## config.mk

```make
export PLATFORM = sky130hd
export DESIGN_NAME = disk_sector_sequencer
export DESIGN_NICKNAME = d
export VERILOG_FILES = /design/src/hdl/disk_seq_pkg.sv /design/src/hdl/byte_link_if.sv /design/src/hdl/disk_sector_sequencer.sv /design/src/hdl/ref_clock_edges.sv /design/src/hdl/check_register.sv
export VERILOG_INCLUDE_DIRS = /design/src /design/src/hdl
export SDC_FILE = /design/constraint.sdc
export NUM_CORES = 1
export LEC_CHECK = 0
export BUFFER_PORTS_ARGS = -buffer_cell sky130_fd_sc_hd__buf_2
export CAP_MARGIN = 15
export CORE_ASPECT_RATIO = 0.7
export CORE_MARGIN = 2
export CORE_UTILIZATION = 45
export DETAILED_ROUTE_END_ITERATION = 10
export PLACE_DENSITY_LB_ADDON = 0.2
export RECOVER_POWER = 100
export SETUP_SLACK_MARGIN = 0.5
export SYNTH_ARGS = -nofsm -noshare
export SYNTH_HDL_FRONTEND = slang
export SYNTH_SLANG_ARGS = --single-unit
```

## constraint.sdc

```tcl
create_clock -name clock -period 4.9 [get_ports clock]
set_input_delay 0.98 -clock clock [delete_from_list [all_inputs] [get_ports clock]]
set_output_delay 0.98 -clock clock [all_outputs]
set_load 0.02 [all_outputs]
```

## src/hdl/disk_seq_consts.svh

```systemverilog
/*
 Register offsets, field positions, command codes and timing counts of the
 disk sector sequencer. Assumes inclusion by bare name from hdl/.
*/
`ifndef DISK_SEQ_CONSTS_SVH
`define DISK_SEQ_CONSTS_SVH
`define A_ECC_CTL 8'h71
`define A_ECC_LO 8'h72
`define A_ECC_HI 8'h73
`define A_POLY_LO 8'h74
`define A_POLY_HI 8'h77
`define A_OPCMD 8'h78
`define A_STATUS 8'h79
`define A_OPQUAL 8'h7A
`define A_SEARCH 8'hA4
`define A_DLEN 8'hC4
`define A_GAP 8'hD0
`define A_CYL 8'hE0
`define A_HEAD 8'hE1
`define A_SECT 8'hE2
`define A_FLAG 8'hE3
`define CMD_READ_ID 8'h05
`define CMD_READ 8'h08
`define CMD_WRITE 8'h09
`define CMD_FMT_GAP1 8'h10
`define CMD_FMT_DATA 8'h11
`define CMD_FMT_ID 8'h12
`define CMD_FMT_TO_IDX 8'h13
`define CMD_END 8'h14
`define CMD_FMT_ZERO 8'h15
`define CMD_STOP_BR 8'h18
`define START_READ_ID 8'h05
`define START_WAIT 8'h15
`define SECT_BRANCH_EN 8'h10
`define ST_EQ 0
`define ST_LOW 1
`define ST_ECC 2
`define ST_HALT 4
`define ST_BRANCH 5
`define ST_XFER 6
`define ST_AM 7
`define Q_SEARCH 4
`define Q_VERIFY 5
`define Q_FILL 5
`define Q_EXTEND 7
`define SRCH_BIT 2
`define DLEN_BIT 7
`define ECC_BIT_CLR 3
`define ECC_BIT_SHIFT 1
`define ECC_BIT_IN 0
`define ECC_BIT_NOFB 2
`define SYNC_BYTE 8'hA1
`define FILL_BYTE 8'h6C
`define GAP_BYTE 8'h4E
`define ZERO_BYTE 8'h00
`define ID_CHECK_BYTES 2
`define DATA_CHECK_BYTES 4
`define POLY_FWD 32'h0104C981
`endif

```

## src/hdl/disk_seq_pkg.sv

```systemverilog
/*
 Types for the disk sector sequencer. No assumptions beyond SystemVerilog.
*/
package disk_seq_pkg;
	typedef enum logic [3:0] {
		S_HALT = 4'b0000,
		S_WAIT_MARK = 4'b0001,
		S_SYNC = 4'b0010,
		S_ID = 4'b0011,
		S_ID_CHK = 4'b0100,
		S_BRANCH = 4'b0101,
		S_DATA = 4'b0110,
		S_DATA_CHK = 4'b0111,
		S_GAP = 4'b1000,
		S_ZERO_FILL = 4'b1001,
		S_WR_ID = 4'b1010,
		S_WR_SYNC = 4'b1011
	} seq_state_t;
endpackage : disk_seq_pkg

```

## src/hdl/byte_link_if.sv

```systemverilog
/*
 Byte link between sequencer and its byte-clock and check-register helpers.
 Assumes one clock domain on both ends.
*/
`timescale 1ns/1ps
`default_nettype none
interface byte_link_if;
	logic tick;
	logic [7:0] byte_val;
	logic ecc_clear;
	logic ecc_feed;
	logic [31:0] ecc;
	modport seq(input tick, input ecc, output byte_val, output ecc_clear, output ecc_feed);
	modport tim(output tick);
	modport chk(input tick, input byte_val, input ecc_clear, input ecc_feed, output ecc);
endinterface : byte_link_if
`default_nettype wire

```

## src/hdl/disk_sector_sequencer.sv

```systemverilog
/*
 Sequencer core: format, read, write, verify and search of disk sectors.
 Assumes a local processor on a strobed register port, an asynchronous
 read/reference clock pin, and a sector buffer on the byte port.
*/
// Chosen here: the address-and-strobe port and the placing of the registers.
// Function
// - Start 05 raises read gate, hunts mark
// - Command 08 reads, 09 writes data
// - Good ID continues; bad ID halts, bit4
// - Branch flag set when ready, read clears
// - Halt drops gates, keeps check register
// - Status bit 6 during data transfer
// - Command 14 ends after check bytes
// - Status bit 2 nonzero remainder
// - Format 10 waits index, gap, ID
// - Qualifier bit 5 fills 6C pattern
// - Start 15 waits index or sector mark
// - Command 11 writes data after ID
// - Command 15 writes zeros until mark
// - Check control 10 enables sector branching
// - Command 18 halts at next branch
// - Start 05 reads ID, sync A1
// - Hard-sector start 15 with a non-format command branches without gate
// - Verify bit checks, no transfer strobes
// - Search compares bytes, latches equal, low
// - Length bit 7 selects 128 or 256
// - Extend bit adds 256, clears on overflow
// - ID registers reloadable during transfer
// - Reciprocal shift exposes pattern bits 24-31
// - Hard format fills zeros to mark
`timescale 1ns/1ps
`default_nettype none
`include "disk_seq_consts.svh"
module disk_sector_sequencer
	import disk_seq_pkg::*;
(
	input wire logic clock,
	input wire logic nrst,
	input wire logic [7:0] addr,
	input wire logic [7:0] wdata,
	input wire logic wr,
	input wire logic rd,
	output logic [7:0] rdata,
	input wire logic ref_clk,
	input wire logic index_pulse,
	input wire logic sector_mark,
	input wire logic [7:0] disk_in,
	input wire logic [7:0] buf_in,
	output logic [7:0] disk_out,
	output logic [7:0] buf_out,
	output logic read_gate,
	output logic write_gate,
	output logic byte_transfer_strobe
);
	byte_link_if link();
	seq_state_t state;
	logic [7:0] op_cmd, op_qual, ecc_ctl, search_en, data_len, gap_len;
	logic [7:0] id_cyl, id_head, id_sect, id_flag;
	logic [7:0] poly_lo, poly_hi;
	logic [7:0] status;
	logic [8:0] count;
	logic [2:0] idx_s, sm_s;
	logic idx_prev, sm_prev;
	logic writing, started_hard, ecc_ended, ecc_last;
	logic [7:0] cmp_pos;
	logic [7:0] ext_b;
	logic mark_ev, idx_ev, sm_ev;
	logic reg_wr_qual;
	function automatic logic is_fmt(input logic [7:0] c);
		is_fmt = (c == `CMD_FMT_GAP1) || (c == `CMD_FMT_DATA) || (c == `CMD_FMT_ID)
			|| (c == `CMD_FMT_TO_IDX) || (c == `CMD_FMT_ZERO);
	endfunction : is_fmt
	ref_clock_edges u_edges (.clock(clock), .nrst(nrst), .ref_clk(ref_clk), .link(link));
	check_register u_chk (
		.clock(clock),
		.nrst(nrst),
		.poly({poly_hi, 16'h0, poly_lo} ^ `POLY_FWD),
		.feedback_en(!ecc_ctl[`ECC_BIT_NOFB]),
		.sw_shift(wr && addr == `A_ECC_CTL && wdata[`ECC_BIT_SHIFT]),
		.sw_bit(wdata[`ECC_BIT_IN]),
		.sw_clear(wr && addr == `A_ECC_CTL && wdata[`ECC_BIT_CLR]),
		.link(link)
	);
	// Three-flop synchronisers for index and sector mark pins
	always_ff @(posedge clock) begin
		if (!nrst) begin
			idx_s <= 3'h0;
			sm_s <= 3'h0;
			idx_prev <= 1'b0;
			sm_prev <= 1'b0;
		end else begin
			idx_s <= {idx_s[1:0], index_pulse};
			sm_s <= {sm_s[1:0], sector_mark};
			if (idx_s[1] == idx_s[2]) idx_prev <= idx_s[2];
			if (sm_s[1] == sm_s[2]) sm_prev <= sm_s[2];
		end
	end
	assign idx_ev = (idx_s[1] == idx_s[2]) && idx_s[2] && !idx_prev;
	assign sm_ev = (sm_s[1] == sm_s[2]) && sm_s[2] && !sm_prev;
	assign mark_ev = idx_ev || (sm_ev && ecc_ctl == `SECT_BRANCH_EN);
	assign reg_wr_qual = wr && addr == `A_OPQUAL;
	// Plain register file; ID bytes may change mid-transfer
	always_ff @(posedge clock) begin
		if (!nrst) begin
			op_cmd <= 8'h00;
			ecc_ctl <= 8'h00;
			search_en <= 8'h00;
			data_len <= 8'h00;
			gap_len <= 8'h00;
			id_cyl <= 8'h00;
			id_head <= 8'h00;
			id_sect <= 8'h00;
			id_flag <= 8'h00;
			poly_lo <= 8'h00;
			poly_hi <= 8'h00;
		end else if (wr) begin
			if (addr == `A_OPCMD) op_cmd <= wdata;
			else if (addr == `A_ECC_CTL) ecc_ctl <= wdata;
			else if (addr == `A_SEARCH) search_en <= wdata;
			else if (addr == `A_DLEN) data_len <= wdata;
			else if (addr == `A_GAP) gap_len <= wdata;
			else if (addr == `A_CYL) id_cyl <= wdata;
			else if (addr == `A_HEAD) id_head <= wdata;
			else if (addr == `A_SECT) id_sect <= wdata;
			else if (addr == `A_FLAG) id_flag <= wdata;
			else if (addr == `A_POLY_LO) poly_lo <= wdata;
			else if (addr == `A_POLY_HI) poly_hi <= wdata;
		end
	end
	// Qualifier; extend bit self-clears on counter overflow
	always_ff @(posedge clock) begin
		if (!nrst) begin
			op_qual <= 8'h00;
		end else if (state == S_DATA && link.tick && count[7:0] == 8'hFF && op_qual[`Q_EXTEND]) begin
			op_qual <= reg_wr_qual ? (wdata & 8'h7F) : {1'b0, op_qual[6:0]};
		end else if (reg_wr_qual) begin
			op_qual <= wdata;
		end
	end
	// Sequencer
	always_ff @(posedge clock) begin
		if (!nrst) begin
			state <= S_HALT;
			count <= 9'h0;
			writing <= 1'b0;
			started_hard <= 1'b0;
			ecc_ended <= 1'b0;
		end else if (state == S_HALT) begin
			if (wr && addr == `A_STATUS && wdata == `START_READ_ID) begin
				state <= S_SYNC;
				writing <= 1'b0;
				ecc_ended <= 1'b0;
			end else if (wr && addr == `A_STATUS && wdata == `START_WAIT) begin
				state <= S_WAIT_MARK;
				started_hard <= ecc_ctl == `SECT_BRANCH_EN;
				writing <= is_fmt(op_cmd);
				ecc_ended <= 1'b0;
			end
		end else if (state == S_BRANCH && op_cmd == `CMD_STOP_BR) begin
			state <= S_HALT;
		end else if (link.tick) begin
			case (state)
				S_WAIT_MARK: begin
					count <= 9'h0;
				end
				S_SYNC: begin
					if (disk_in == `SYNC_BYTE) begin
						state <= S_ID;
						count <= 9'h0;
					end
				end
				S_ID: begin
					count <= count + 9'h1;
					if (count == 9'd3 + 9'(`ID_CHECK_BYTES)) state <= S_ID_CHK;
				end
				S_ID_CHK: begin
					if (link.ecc[15:0] != 16'h0 || ext_b != id_sect) begin
						state <= S_HALT;
					end else begin
						state <= S_DATA;
						writing <= op_cmd == `CMD_WRITE;
						count <= {1'b0, ~data_len[`DLEN_BIT], 7'h0};
					end
				end
				S_GAP: begin
					count <= count + 9'h1;
					if (count[4:0] >= gap_len[4:0]) begin
						state <= S_WR_ID;
						count <= 9'h0;
					end
				end
				S_WR_ID: begin
					count <= count + 9'h1;
					if (count == 9'd5 + 9'(`ID_CHECK_BYTES)) state <= S_BRANCH;
				end
				S_DATA: begin
					count <= count + 9'h1;
					if (count[7:0] == 8'hFF && !op_qual[`Q_EXTEND]) begin
						state <= S_DATA_CHK;
						count <= 9'h0;
					end
				end
				S_DATA_CHK: begin
					count <= count + 9'h1;
					if (count == 9'(`DATA_CHECK_BYTES) - 9'h1) begin
						ecc_ended <= 1'b1;
						if (op_cmd == `CMD_END) state <= S_HALT;
						else if (op_cmd == `CMD_FMT_ZERO) state <= S_ZERO_FILL;
						else state <= S_BRANCH;
					end
				end
				S_BRANCH: begin
					if (op_cmd == `CMD_FMT_DATA) begin
						state <= S_DATA;
						count <= {1'b0, ~data_len[`DLEN_BIT], 7'h0};
					end else if (op_cmd == `CMD_FMT_ID || op_cmd == `CMD_FMT_GAP1) begin
						state <= S_GAP;
						count <= 9'h0;
					end else if (op_cmd == `CMD_READ || op_cmd == `CMD_WRITE) begin
						state <= S_SYNC;
						writing <= 1'b0;
					end
				end
				default: begin
				end
			endcase
		end
		if (nrst && state == S_WAIT_MARK && mark_ev) begin
			// Format start writes gap then ID; hard-sector read only branches
			state <= writing ? S_GAP : S_BRANCH;
		end else if (state == S_ZERO_FILL && mark_ev) begin
			state <= S_BRANCH;
		end
	end
	assign read_gate = (state == S_SYNC || state == S_ID || state == S_ID_CHK
		|| ((state == S_DATA || state == S_DATA_CHK) && !writing));
	assign write_gate = writing && (state == S_GAP || state == S_WR_ID || state == S_DATA
		|| state == S_DATA_CHK || state == S_ZERO_FILL || state == S_BRANCH);
	// Captured sector byte of the ID field for comparison
	always_ff @(posedge clock) begin
		if (!nrst) begin
			ext_b <= 8'h00;
		end else if (state == S_ID && link.tick && count == 9'd2) begin
			ext_b <= disk_in;
		end
	end
	assign link.ecc_clear = (state == S_HALT && wr && addr == `A_STATUS);
	assign link.ecc_feed = (state == S_ID || state == S_DATA || state == S_DATA_CHK);
	assign link.byte_val = writing ? disk_out : disk_in;
	// Outgoing byte to disk
	always_ff @(posedge clock) begin
		if (!nrst) begin
			disk_out <= 8'h00;
		end else if (state == S_ZERO_FILL || state == S_WAIT_MARK) begin
			disk_out <= `ZERO_BYTE;
		end else if (state == S_GAP) begin
			disk_out <= started_hard ? `ZERO_BYTE : `GAP_BYTE;
		end else if (state == S_DATA && is_fmt(op_cmd) && op_qual[`Q_FILL]) begin
			disk_out <= `FILL_BYTE;
		end else if (state == S_DATA) begin
			disk_out <= buf_in;
		end else if (state == S_DATA_CHK) begin
			// Top byte out; feeding it back shifts the register clean
			disk_out <= link.ecc[31:24];
		end else if (state == S_WR_ID) begin
			disk_out <= count[1:0] == 2'd0 ? id_cyl : count[1:0] == 2'd1 ? id_head
				: count[1:0] == 2'd2 ? id_sect : id_flag;
		end
	end
	// Byte moves to or from the buffer
	always_ff @(posedge clock) begin
		if (!nrst) begin
			buf_out <= 8'h00;
			byte_transfer_strobe <= 1'b0;
		end else begin
			byte_transfer_strobe <= state == S_DATA && link.tick && !op_qual[`Q_VERIFY]
				&& !(is_fmt(op_cmd) && op_qual[`Q_FILL]);
			if (state == S_DATA && link.tick && !writing) buf_out <= disk_in;
		end
	end
	// Status register
	always_ff @(posedge clock) begin
		if (!nrst) begin
			status <= 8'h10;
			cmp_pos <= 8'h00;
			ecc_last <= 1'b0;
		end else begin
			status[`ST_HALT] <= state == S_HALT;
			status[`ST_XFER] <= state == S_DATA;
			if (state == S_BRANCH || state == S_WAIT_MARK && mark_ev && !writing)
				status[`ST_BRANCH] <= 1'b1;
			else if (rd && addr == `A_STATUS)
				status[`ST_BRANCH] <= 1'b0;
			if (state == S_SYNC || state == S_WR_ID) status[`ST_AM] <= 1'b1;
			else if (state == S_DATA_CHK || state == S_HALT) status[`ST_AM] <= 1'b0;
			// Remainder judged a cycle late, once the last check byte is in
			ecc_last <= state == S_DATA_CHK && link.tick
				&& count == 9'(`DATA_CHECK_BYTES) - 9'h1 && !writing;
			if (ecc_last)
				status[`ST_ECC] <= next_nz(link.ecc);
			status[3] <= 1'b0;
			if (state == S_ID_CHK) begin
				status[`ST_EQ] <= 1'b1;
				status[`ST_LOW] <= 1'b0;
				cmp_pos <= 8'h00;
			end else if (state == S_DATA && link.tick && !writing && op_qual[`Q_SEARCH]
				&& search_en[`SRCH_BIT] && status[`ST_EQ]) begin
				status[`ST_EQ] <= buf_in == disk_in;
				status[`ST_LOW] <= buf_in < disk_in;
				cmp_pos <= cmp_pos + 8'h1;
			end
		end
	end
	function automatic logic next_nz(input logic [31:0] v);
		next_nz = v != 32'h0;
	endfunction : next_nz
	// Read port, data one cycle after strobe
	always_ff @(posedge clock) begin
		if (!nrst) begin
			rdata <= 8'h00;
		end else if (rd) begin
			if (addr == `A_STATUS) rdata <= status;
			else if (addr == `A_ECC_LO) rdata <= link.ecc[7:0];
			else if (addr == `A_ECC_HI) rdata <= link.ecc[31:24];
			else if (addr == `A_OPQUAL) rdata <= op_qual;
			else if (addr == `A_CYL) rdata <= id_cyl;
			else if (addr == `A_HEAD) rdata <= id_head;
			else if (addr == `A_SECT) rdata <= id_sect;
			else if (addr == `A_FLAG) rdata <= id_flag;
			else rdata <= 8'h00;
		end else begin
			rdata <= 8'h00;
		end
	end
	chk_halt_gates: assert property (@(posedge clock) disable iff (!nrst)
		status[`ST_HALT] && $past(state == S_HALT) |-> !write_gate) else $error("gate in halt");
	chk_read_start: assert property (@(posedge clock) disable iff (!nrst)
		state == S_HALT && wr && addr == `A_STATUS && wdata == `START_READ_ID |=> read_gate)
		else $error("no read gate");
	chk_branch_clear: assert property (@(posedge clock) disable iff (!nrst)
		rd && addr == `A_STATUS && state != S_BRANCH && !(state == S_WAIT_MARK && mark_ev)
		|=> !status[`ST_BRANCH]) else $error("branch not cleared");
	chk_xfer_flag: assert property (@(posedge clock) disable iff (!nrst)
		state == S_DATA |=> status[`ST_XFER]) else $error("xfer flag");
	chk_verify_strobe: assert property (@(posedge clock) disable iff (!nrst)
		op_qual[`Q_VERIFY] && $past(op_qual[`Q_VERIFY]) |-> !byte_transfer_strobe)
		else $error("strobe in verify");
	chk_stop_branch: assert property (@(posedge clock) disable iff (!nrst)
		state == S_BRANCH && op_cmd == `CMD_STOP_BR |=> state == S_HALT ##1 status[`ST_HALT])
		else $error("no stop at branch");
	chk_fill_byte: assert property (@(posedge clock) disable iff (!nrst)
		state == S_DATA && is_fmt(op_cmd) && op_qual[`Q_FILL] && $stable(state)
		|=> disk_out == `FILL_BYTE) else $error("fill pattern");
	chk_zero_fill: assert property (@(posedge clock) disable iff (!nrst)
		state == S_ZERO_FILL && $past(state == S_ZERO_FILL) |-> disk_out == `ZERO_BYTE)
		else $error("zero fill");
	cov_read_data: cover property (@(posedge clock) state == S_ID_CHK ##1 state == S_DATA);
	cov_halt_bad_id: cover property (@(posedge clock) state == S_ID_CHK ##1 state == S_HALT);
	cov_format: cover property (@(posedge clock) state == S_GAP ##[1:300] state == S_WR_ID);
endmodule : disk_sector_sequencer
`default_nettype wire

```

## src/hdl/ref_clock_edges.sv

```systemverilog
/*
 Finds rising edges of the read/reference clock. The pin is asynchronous
 and passes three flops; an edge counts when flops two and three agree.
*/
`timescale 1ns/1ps
`default_nettype none
module ref_clock_edges (
	input wire logic clock,
	input wire logic nrst,
	input wire logic ref_clk,
	byte_link_if.tim link
);
	logic [2:0] sync;
	logic prev;
	logic [2:0] bitcnt;
	always_ff @(posedge clock) begin
		if (!nrst) begin
			sync <= 3'h0;
		end else begin
			sync <= {sync[1:0], ref_clk};
		end
	end
	// Stable level once the last two stages agree
	always_ff @(posedge clock) begin
		if (!nrst) begin
			prev <= 1'b0;
		end else if (sync[1] == sync[2]) begin
			prev <= sync[2];
		end
	end
	always_ff @(posedge clock) begin
		if (!nrst) begin
			bitcnt <= 3'h0;
		end else if (sync[1] == sync[2] && sync[2] && !prev) begin
			bitcnt <= bitcnt + 3'h1;
		end
	end
	// One byte time per eight bit cells
	assign link.tick = (sync[1] == sync[2]) && sync[2] && !prev && (bitcnt == 3'h7);
endmodule : ref_clock_edges
`default_nettype wire

```

## src/hdl/check_register.sv

```systemverilog
/*
 32-bit check register. Feeds a byte per tick, or one bit per software
 shift. Assumes single clock domain.
*/
`timescale 1ns/1ps
`default_nettype none
`include "disk_seq_consts.svh"
module check_register (
	input wire logic clock,
	input wire logic nrst,
	input wire logic [31:0] poly,
	input wire logic feedback_en,
	input wire logic sw_shift,
	input wire logic sw_bit,
	input wire logic sw_clear,
	byte_link_if.chk link
);
	logic [31:0] next_ecc;
	logic [31:0] crc;
	function automatic logic [31:0] step(input logic [31:0] c, input logic b, input logic fb,
		input logic [31:0] p);
		logic top;
		top = (c[31] ^ b) & fb;
		step = {c[30:0], b & ~fb} ^ (top ? p : 32'h0);
	endfunction : step
	always_comb begin
		next_ecc = crc;
		if (link.tick && link.ecc_feed) begin
			for (int i = 7; i >= 0; i--) begin
				next_ecc = step(next_ecc, link.byte_val[i], 1'b1, poly);
			end
		end else if (sw_shift) begin
			next_ecc = step(crc, sw_bit, feedback_en, poly);
		end
	end
	// Halting leaves contents intact; only explicit clears reset it
	always_ff @(posedge clock) begin
		if (!nrst) begin
			crc <= 32'h0;
		end else if (link.ecc_clear || sw_clear) begin
			crc <= 32'h0;
		end else begin
			crc <= next_ecc;
		end
	end
	assign link.ecc = crc;
endmodule : check_register
`default_nettype wire

```

==> summary.txt, run 1 <==
Outcome
  – Status: finished with violations
  – Failing checks: max-capacitance violations, max-slew violations

Detailed routing
  – Detail Route Antenna Nets: 0
  – Avg WL per Cell: 20.9 um
  – DR iter-0 viols: 1337
  – Via-to-Cell Ratio: 5.87
  – Vias: 11374
  – Post-Route WL: a little over 40 mm
  – DRC viols: 0
  – Drt pass-1 iters: 7

Placed design
  – Port bufs: 65
  – DP Wirelength: 29.6 mm
  – Routability congestion estimate: 0.942

STA
  – Hold slack: roughly 0.44 ns
  – Final Max Tran Viols: 111
  – Max Freq: 0.222 GHz
  – Tcrit/Tclk final: about nine tenths
  – Clock skew: between 0.01 and 0.015 ns
  – Fin. Hold Viols: 0
  – Headroom to the max-slew limit: -44.0%
  – Worst Max-Slew Pin Slew: 2.16 ns
  – Final setup TNS: 0 ns
  – RSZ-0062 raised after global routing: true
  – Endpoints failing setup: 0
  – Crit path time final: 4.51 ns

Logic synthesis
  – Warnings from Yosys: 0
  – Post-synthesis async set-or-reset flop share: 0%
  – Post-Syn Area: approximately 0.012 mm2
  – Number of synthesized register bits: approximately 180
  – Top cell type's share of synthesized area: ~29%
  – Post-synth cell types: 79
  – Avg Inst Size Synth: 8.20 um2
  – Syn nets: ~1600
  – Largest cells by area after synthesis: dfxtp_1 29%, mux2i_1 9.2%, xnor2_1 8.7%
  – Synthesized instance count: between 1500 and 2000
  – Synth area leader: dfxtp_1
  – Number of synthesized flops with an enable pin: 4
  – Post-synthesis sequential area ratio: ~30%
  – Synth Flop Type: dfxtp_1

Worst setup path
  – Worst reg2reg path depth: 16
  – CP Data Arrival Time: roughly 4.9 ns
  – Reg2Reg Setup Slack: just under 0.5 ns
  – Worst setup SP type: input pin
  – Req. time, crit path: 5.27 ns
  – WS Path Type: in2reg
  – Worst R2R Start: writing
  – Worst r2r dst: u_chk.link.ecc[6]
  – CP endpoint kind: flip-flop
  – CP Max Fanout: 12

Floorplanning
  – Die X: about 200 um
  – # IOs: 66
  – Chip height: 143 um
  – Initial Utilization: 46.1%
  – Core ar.: between 0.02 and 0.03 mm2
  – Cell Rows: 50
  – Die area: 0.0290 mm2

Global route
  – Most used routing layer: met1
  – Initial antenna violation count: 0
  – First-pass GRT wire length: between 60 and 70 mm
  – M2 GR Usage: 37.6%
  – Grt total ovfl: 0
  – Via count of the first global-routing pass: 10144
  – Met3 Usage GRT: 6.69%
  – GR Util met1: 42.9%
  – Largest net degree at the start of global routing: between 60 and 70
  – Total GRT Usage: 27.7%

Power
  – Clock share of power: 41.1%
  – Pwr per Cell Area: 235 mW/mm2
  – Switching part of the total: 29.3%
  – Seq pwr share: 45.7%
  – P_int: ~2400 uW
  – P_sw: slightly below 1000 uW
  – Max IR drop VDD: 0.284 mV
  – Comb pwr share: a little over an eighth
  – Static Leakage: a little under 0.005 uW

Clocking
  – Worst skew pair latency: 0.46 ns
  – Hold-fix buffers, CTS: 0
  – CTS root buffer: clkbuf_16
  – CTS tree: yes
  – CTS H-tree lvls: 4
  – CTS max path bufs: 2
  – Worst-path clk slew: 0.08 ns
  – CTS sink cnt: 182
  – CTS Buf Count: 17

Min path
  – Worst min-delay path startpoint: idx_s[0]
  – Hold EP: idx_s[1]
  – HP Class: reg2reg
  – Hold depth: 1

Final layout
  – Most common cell after layout, fill and taps aside: dfxtp_1
  – Area growth, synth to finish: 14.0%
  – Antenna diodes: 0
  – Max reg flops: 32
  – Multi-input gate area: ~0.0085 mm2
  – Most frequent cells in the layout: 175 x dfxtp_1, 152 x nand2_1, 128 x nor2_1
  – FF+latch area: between 0.003 and 0.004 mm2
  – Share of cells above drive strength 1: 12.2%
  – Nets: 1623
  – Fillers: roughly 2600

Run
  – Max-Cap Viols: 2
==> critical path, stage by stage <==
cell and delay, ns:
clkbuf_1 0.11, mux2i_4 0.23, mux2_4 0.34, o211ai_1 0.31
a31oi_4 0.14, buf_4 0.16, buf_4 0.13, nor4_2 0.30
a211oi_2 0.06, a2bb2oi_1 0.31, a21oi_1 0.14, or4b_1 0.61
a31oi_4 0.24, buf_12 0.16, o21ai_1 0.07, xnor3_1 0.38
o22ai_1 0.18
==> cells in the mapped netlist (3+ instances only) <==
library cell,count
a211oi_1,15
a21boi_0,10
a21o_1,4
a21oi_1,50
a221oi_1,6
a22oi_1,26
a311oi_1,11
a31oi_1,12
and2_1,23
and3_1,11
buf_1,8
buf_2,7
buf_6,3
clkbuf_1,94
dfxtp_1,178
edfxtp_1,4
ha_1,22
inv_1,26
mux2i_1,114
nand2_1,152
nand2b_1,18
nand3_1,34
nand3b_1,11
nand4_1,13
nor2_1,130
nor2b_1,120
nor3_1,26
nor3b_1,5
nor4_1,15
nor4_2,3
o211ai_1,10
o21ai_0,60
o21ai_1,13
o21bai_1,3
o22ai_1,24
o311ai_0,3
o31ai_1,8
or2_2,7
or3_1,6
or4_1,7
xnor2_1,124
xnor3_1,15
xor2_1,35
==> metal layers <==
layer	up-vias	share of wire (%)
li1	5395	-
met1	5397	49
met2	543	39
met4	0	1.4
met5	-	0
met3	39	11
==> stage by stage <==
stage	area [um2]	std cells	util (%)	power, uW	setup WS [ns]
2_1_floorplan	12500	1517	-	1830	0.508
4_1_cts	13900	1924	51.5	3330	0.502
3_5_place_dp	13300	1892	49.3	1970	0.00514
3_3_place_gp	13300	1892	49.3	1970	0.115
5_1_grt	14200	1939	52.6	3460	0.215
6_report	14200	1939	52.6	3330	0.393
==> layout make-up <==
| class | count | area share, % |
|---|---|---|
| clock buffers | 17 | 3.00 |
| repair buffers | 138 | 6.13 |
| flip-flops and latches | 182 | 26.0 |
| inverters | 26 | 0.688 |
| multi-input cells | 1197 | 59.9 |
| clock inverters | 15 | 1.09 |
| well taps | 364 | 3.21 |
==> how the worst max path moves through the flow <==
stage / startpoint / endpoint / slack [ns] / cells after the start
6_report: disk_in[6] / u_chk.link.ecc[6] / 0.39 / 17
5_1_grt: disk_in[6] / u_chk.link.ecc[6] / 0.21 / 17
4_1_cts: poly_hi[7] / u_chk.link.ecc[8] / 0.50 / 14
3_5_place_dp: disk_in[6] / u_chk.link.ecc[7] / 0.005 / 15
3_3_place_gp: disk_in[7] / u_chk.link.ecc[7] / 0.12 / 14
2_1_floorplan: disk_in[6] / u_chk.link.ecc[1] / 0.51 / 14
==> power by group through the flow <==
stage          sequential, uW  combinational (uW)  clock (uW)
5_1_grt                  1530                 471        1460
2_1_floorplan            1550                 288           0
4_1_cts                  1520                 414        1390
6_report                 1520                 437        1370
3_3_place_gp             1560                 411           0
3_5_place_dp             1560                 412           0
==> cell families (layout without fill, tap and decap cells) <==
kind of cell    after synthesis  in the layout  share of synthesized area (%)
flops                       182            182                           29.6
mux                         118            118                           9.81
xor+xnor                    177            177                           14.3
fa+ha+maj                    22             22                           2.21
simple gates                596            596                           24.5
compound gates              284            284                           15.1
buf+inv                     138            196                           4.42
==> timing repair <==
item	4_1_cts	5_1_grt
pin swaps	0	17
buffers inserted	0	15
endpoints found under the setup margin	27	28
resized for setup	2	43
(Power assumes the default switching activity.)
==> inputs of run 2 (changes only) <==
--- a/config.mk
+++ b/config.mk
@@ -14,7 +14,6 @@
 export DETAILED_ROUTE_END_ITERATION = 10
 export PLACE_DENSITY_LB_ADDON = 0.2
 export RECOVER_POWER = 100
-export SETUP_SLACK_MARGIN = 0.5
 export SYNTH_ARGS = -nofsm -noshare
 export SYNTH_HDL_FRONTEND = slang
 export SYNTH_SLANG_ARGS = --single-unit
==> run 2 against run 1 <==
Compared with the run above:
- the run still ends with max-capacitance violations, max-slew violations left
- clock power about the same
- combinational power decreased by 2%
- sequential share of layout area increased by 0.55 points
- critical endpoint is now u_chk.link.ecc[0]
- highest routed layer unchanged
==> summary.txt, run 2 (same netlist as run 1, synthesis figures left out) <==
Outcome
  – Status: finished with violations
  – Failing checks: max-capacitance violations, max-slew violations

Global route
  – Most used routing layer: met1
  – Met3 Usage GRT: 8.28%
  – Via count of the first global-routing pass: between 10000 and 15000
  – Initial antenna violation count: 0
  – Largest net degree at the start of global routing: 73
  – Total GRT Usage: 28.0%
  – First-pass GRT wire length: 62.0 mm
  – Grt total ovfl: 0
  – GR Util met1: 42.0%
  – M2 GR Usage: between 30 and 40%

STA
  – Worst Max-Slew Pin Slew: ~2.9 ns
  – Clock skew: 0.0146 ns
  – Final Max Tran Viols: 73
  – Headroom to the max-slew limit: -91.0%
  – Fin. Hold Viols: 0
  – RSZ-0062 raised after global routing: false
  – Tcrit/Tclk final: 94.5%
  – Final setup TNS: 0 ns
  – Endpoints failing setup: 0
  – Crit path time final: roughly 4.6 ns
  – Hold slack: 0.436 ns
  – Max Freq: about 0.22 GHz

Clocking
  – CTS root buffer: clkbuf_16
  – CTS sink cnt: 182
  – CTS-repair resized insts: 0
  – Hold-fix buffers, CTS: 0
  – Worst skew pair latency: 0.46 ns
  – Worst-path clk slew: 0.08 ns
  – CTS max path bufs: 2
  – CTS Buf Count: 17
  – CTS H-tree lvls: 4
  – CTS tree: yes
  – Setup Fix Bufs, Post-CTS: 0

Worst setup path
  – Critical path's slowest cell: dfxtp_1
  – Worst reg2reg path depth: 18
  – CP Max Fanout: 13
  – CP cell instances: buf_4 > mux2i_1 > xor2_1 > buf_4 > xnor2_1 > mux2i_1 > or2_2 > a222oi_1 > a32o_2 > xnor2_1 > or4b_4 > clkbuf_1 > a31oi_4 > buf_12 > nor2_8 > buf_2 > or3_1 > a21oi_1
  – Worst path max stage delay: 0.55 ns
  – Delay-heaviest family, CP: simple AND/OR/NAND/NOR gates
  – Worst setup SP type: flip-flop
  – Req. time, crit path: 5.28 ns
  – Stages on worst setup path: 18
  – CP Data Arrival Time: 5.01 ns
  – Buf/Inv on CP: 5
  – CP endpoint kind: flip-flop
  – WS Path Type: reg2reg

Detailed routing
  – Avg WL per Cell: 20.9 um
  – Post-Route WL: slightly above 40 mm
  – Via-to-Cell Ratio: slightly below 6
  – Drt pass-1 iters: 6
  – Detail Route Antenna Nets: 0
  – DR iter-0 viols: about 1200
  – Vias: 11319
  – DRC viols: 0

Final layout
  – Max reg flops: 32
  – Share of cells above drive strength 1: 10.7%
  – Most common cell after layout, fill and taps aside: dfxtp_1
  – Antenna diodes: 0
  – Most frequent cells in the layout: 178 x dfxtp_1, 152 x nand2_1, 128 x nor2_1
  – Area growth, synth to finish: 11.4%
  – Fin area: 0.0139 mm2
  – Nets: 1619

Floorplanning
  – Initial Utilization: around 46%
  – Chip height: 143 um
  – Die area: 0.0290 mm2
  – Die X: approximately 200 um
  – Cell Rows: 50
  – # IOs: 66
  – Core ar.: 0.0270 mm2

Min path
  – Hold depth: 1
  – HP Class: reg2reg

Run
  – Max-Cap Viols: 1

Placed design
  – Placed Area: about 0.013 mm2
  – DP Wirelength: 29.7 mm
  – Port bufs: 65
  – Routability congestion estimate: 0.962

Power
  – Pwr per Cell Area: 239 mW/mm2
  – Final Power: around 3300 uW
  – Static Leakage: slightly below 0.005 uW
  – Max IR drop VDD: between 0.15 and 0.2 mV
run 2: through the flow:
step                util (%)  worst slack [ns]  instances
floorplan                  -             0.381       1517
global placement        49.5            0.0269       1903
detailed placement      49.5           -0.0456       1903
CTS                     51.6             0.319       1935
global route            51.4            0.0420       1935
finish                  51.4             0.271       1935
run 2: worst reg2reg max path: cells and delay by family (launching register included):
| kind | cells | cell delay (ns) |
|---|---|---|
| XOR/XNOR | 3 | 0.49 |
| AND/OR/NAND/NOR | 4 | 1.21 |
| buffers and inverters | 5 | 0.95 |
| flip-flops | 1 | 0.55 |
| multiplexers | 2 | 0.48 |
| AO/OA/AOI/OAI | 4 | 0.90 |
run 2: cell type report:
cell class,count,area [um2]
fill,2600,13100
multi-input combinational,1197,8220
sequential,182,3680
timing repair buffer,134,837
tap,364,455
clock buffer,17,425
clock inverter,15,140
inverter,26,97.6
run 2: power breakdown:
group / switching, uW / internal, uW / total, uW / leakage, uW
Sequential: 24.7 / 1500 / 1520 / 0.00148
Combinational: 256 / 174 / 430 / 0.00308
Clock: 691 / 672 / 1360 / 0.000273
run 2: metal layers:
metal  wire [um]  share of wire, %
met1       19900                49
met2       15900                39
met5           0                 0
met4         610               1.5
met3        4040                10
run 2: path summary, 6_finish.rpt:
path | start | end | slack, ns
max | writing | u_chk.link.ecc[0] | 0.27
min | u_edges.sync[0] | u_edges.sync[1] | 0.44
max reg2reg | writing | u_chk.link.ecc[0] | 0.27
min reg2reg | u_edges.sync[0] | u_edges.sync[1] | 0.44
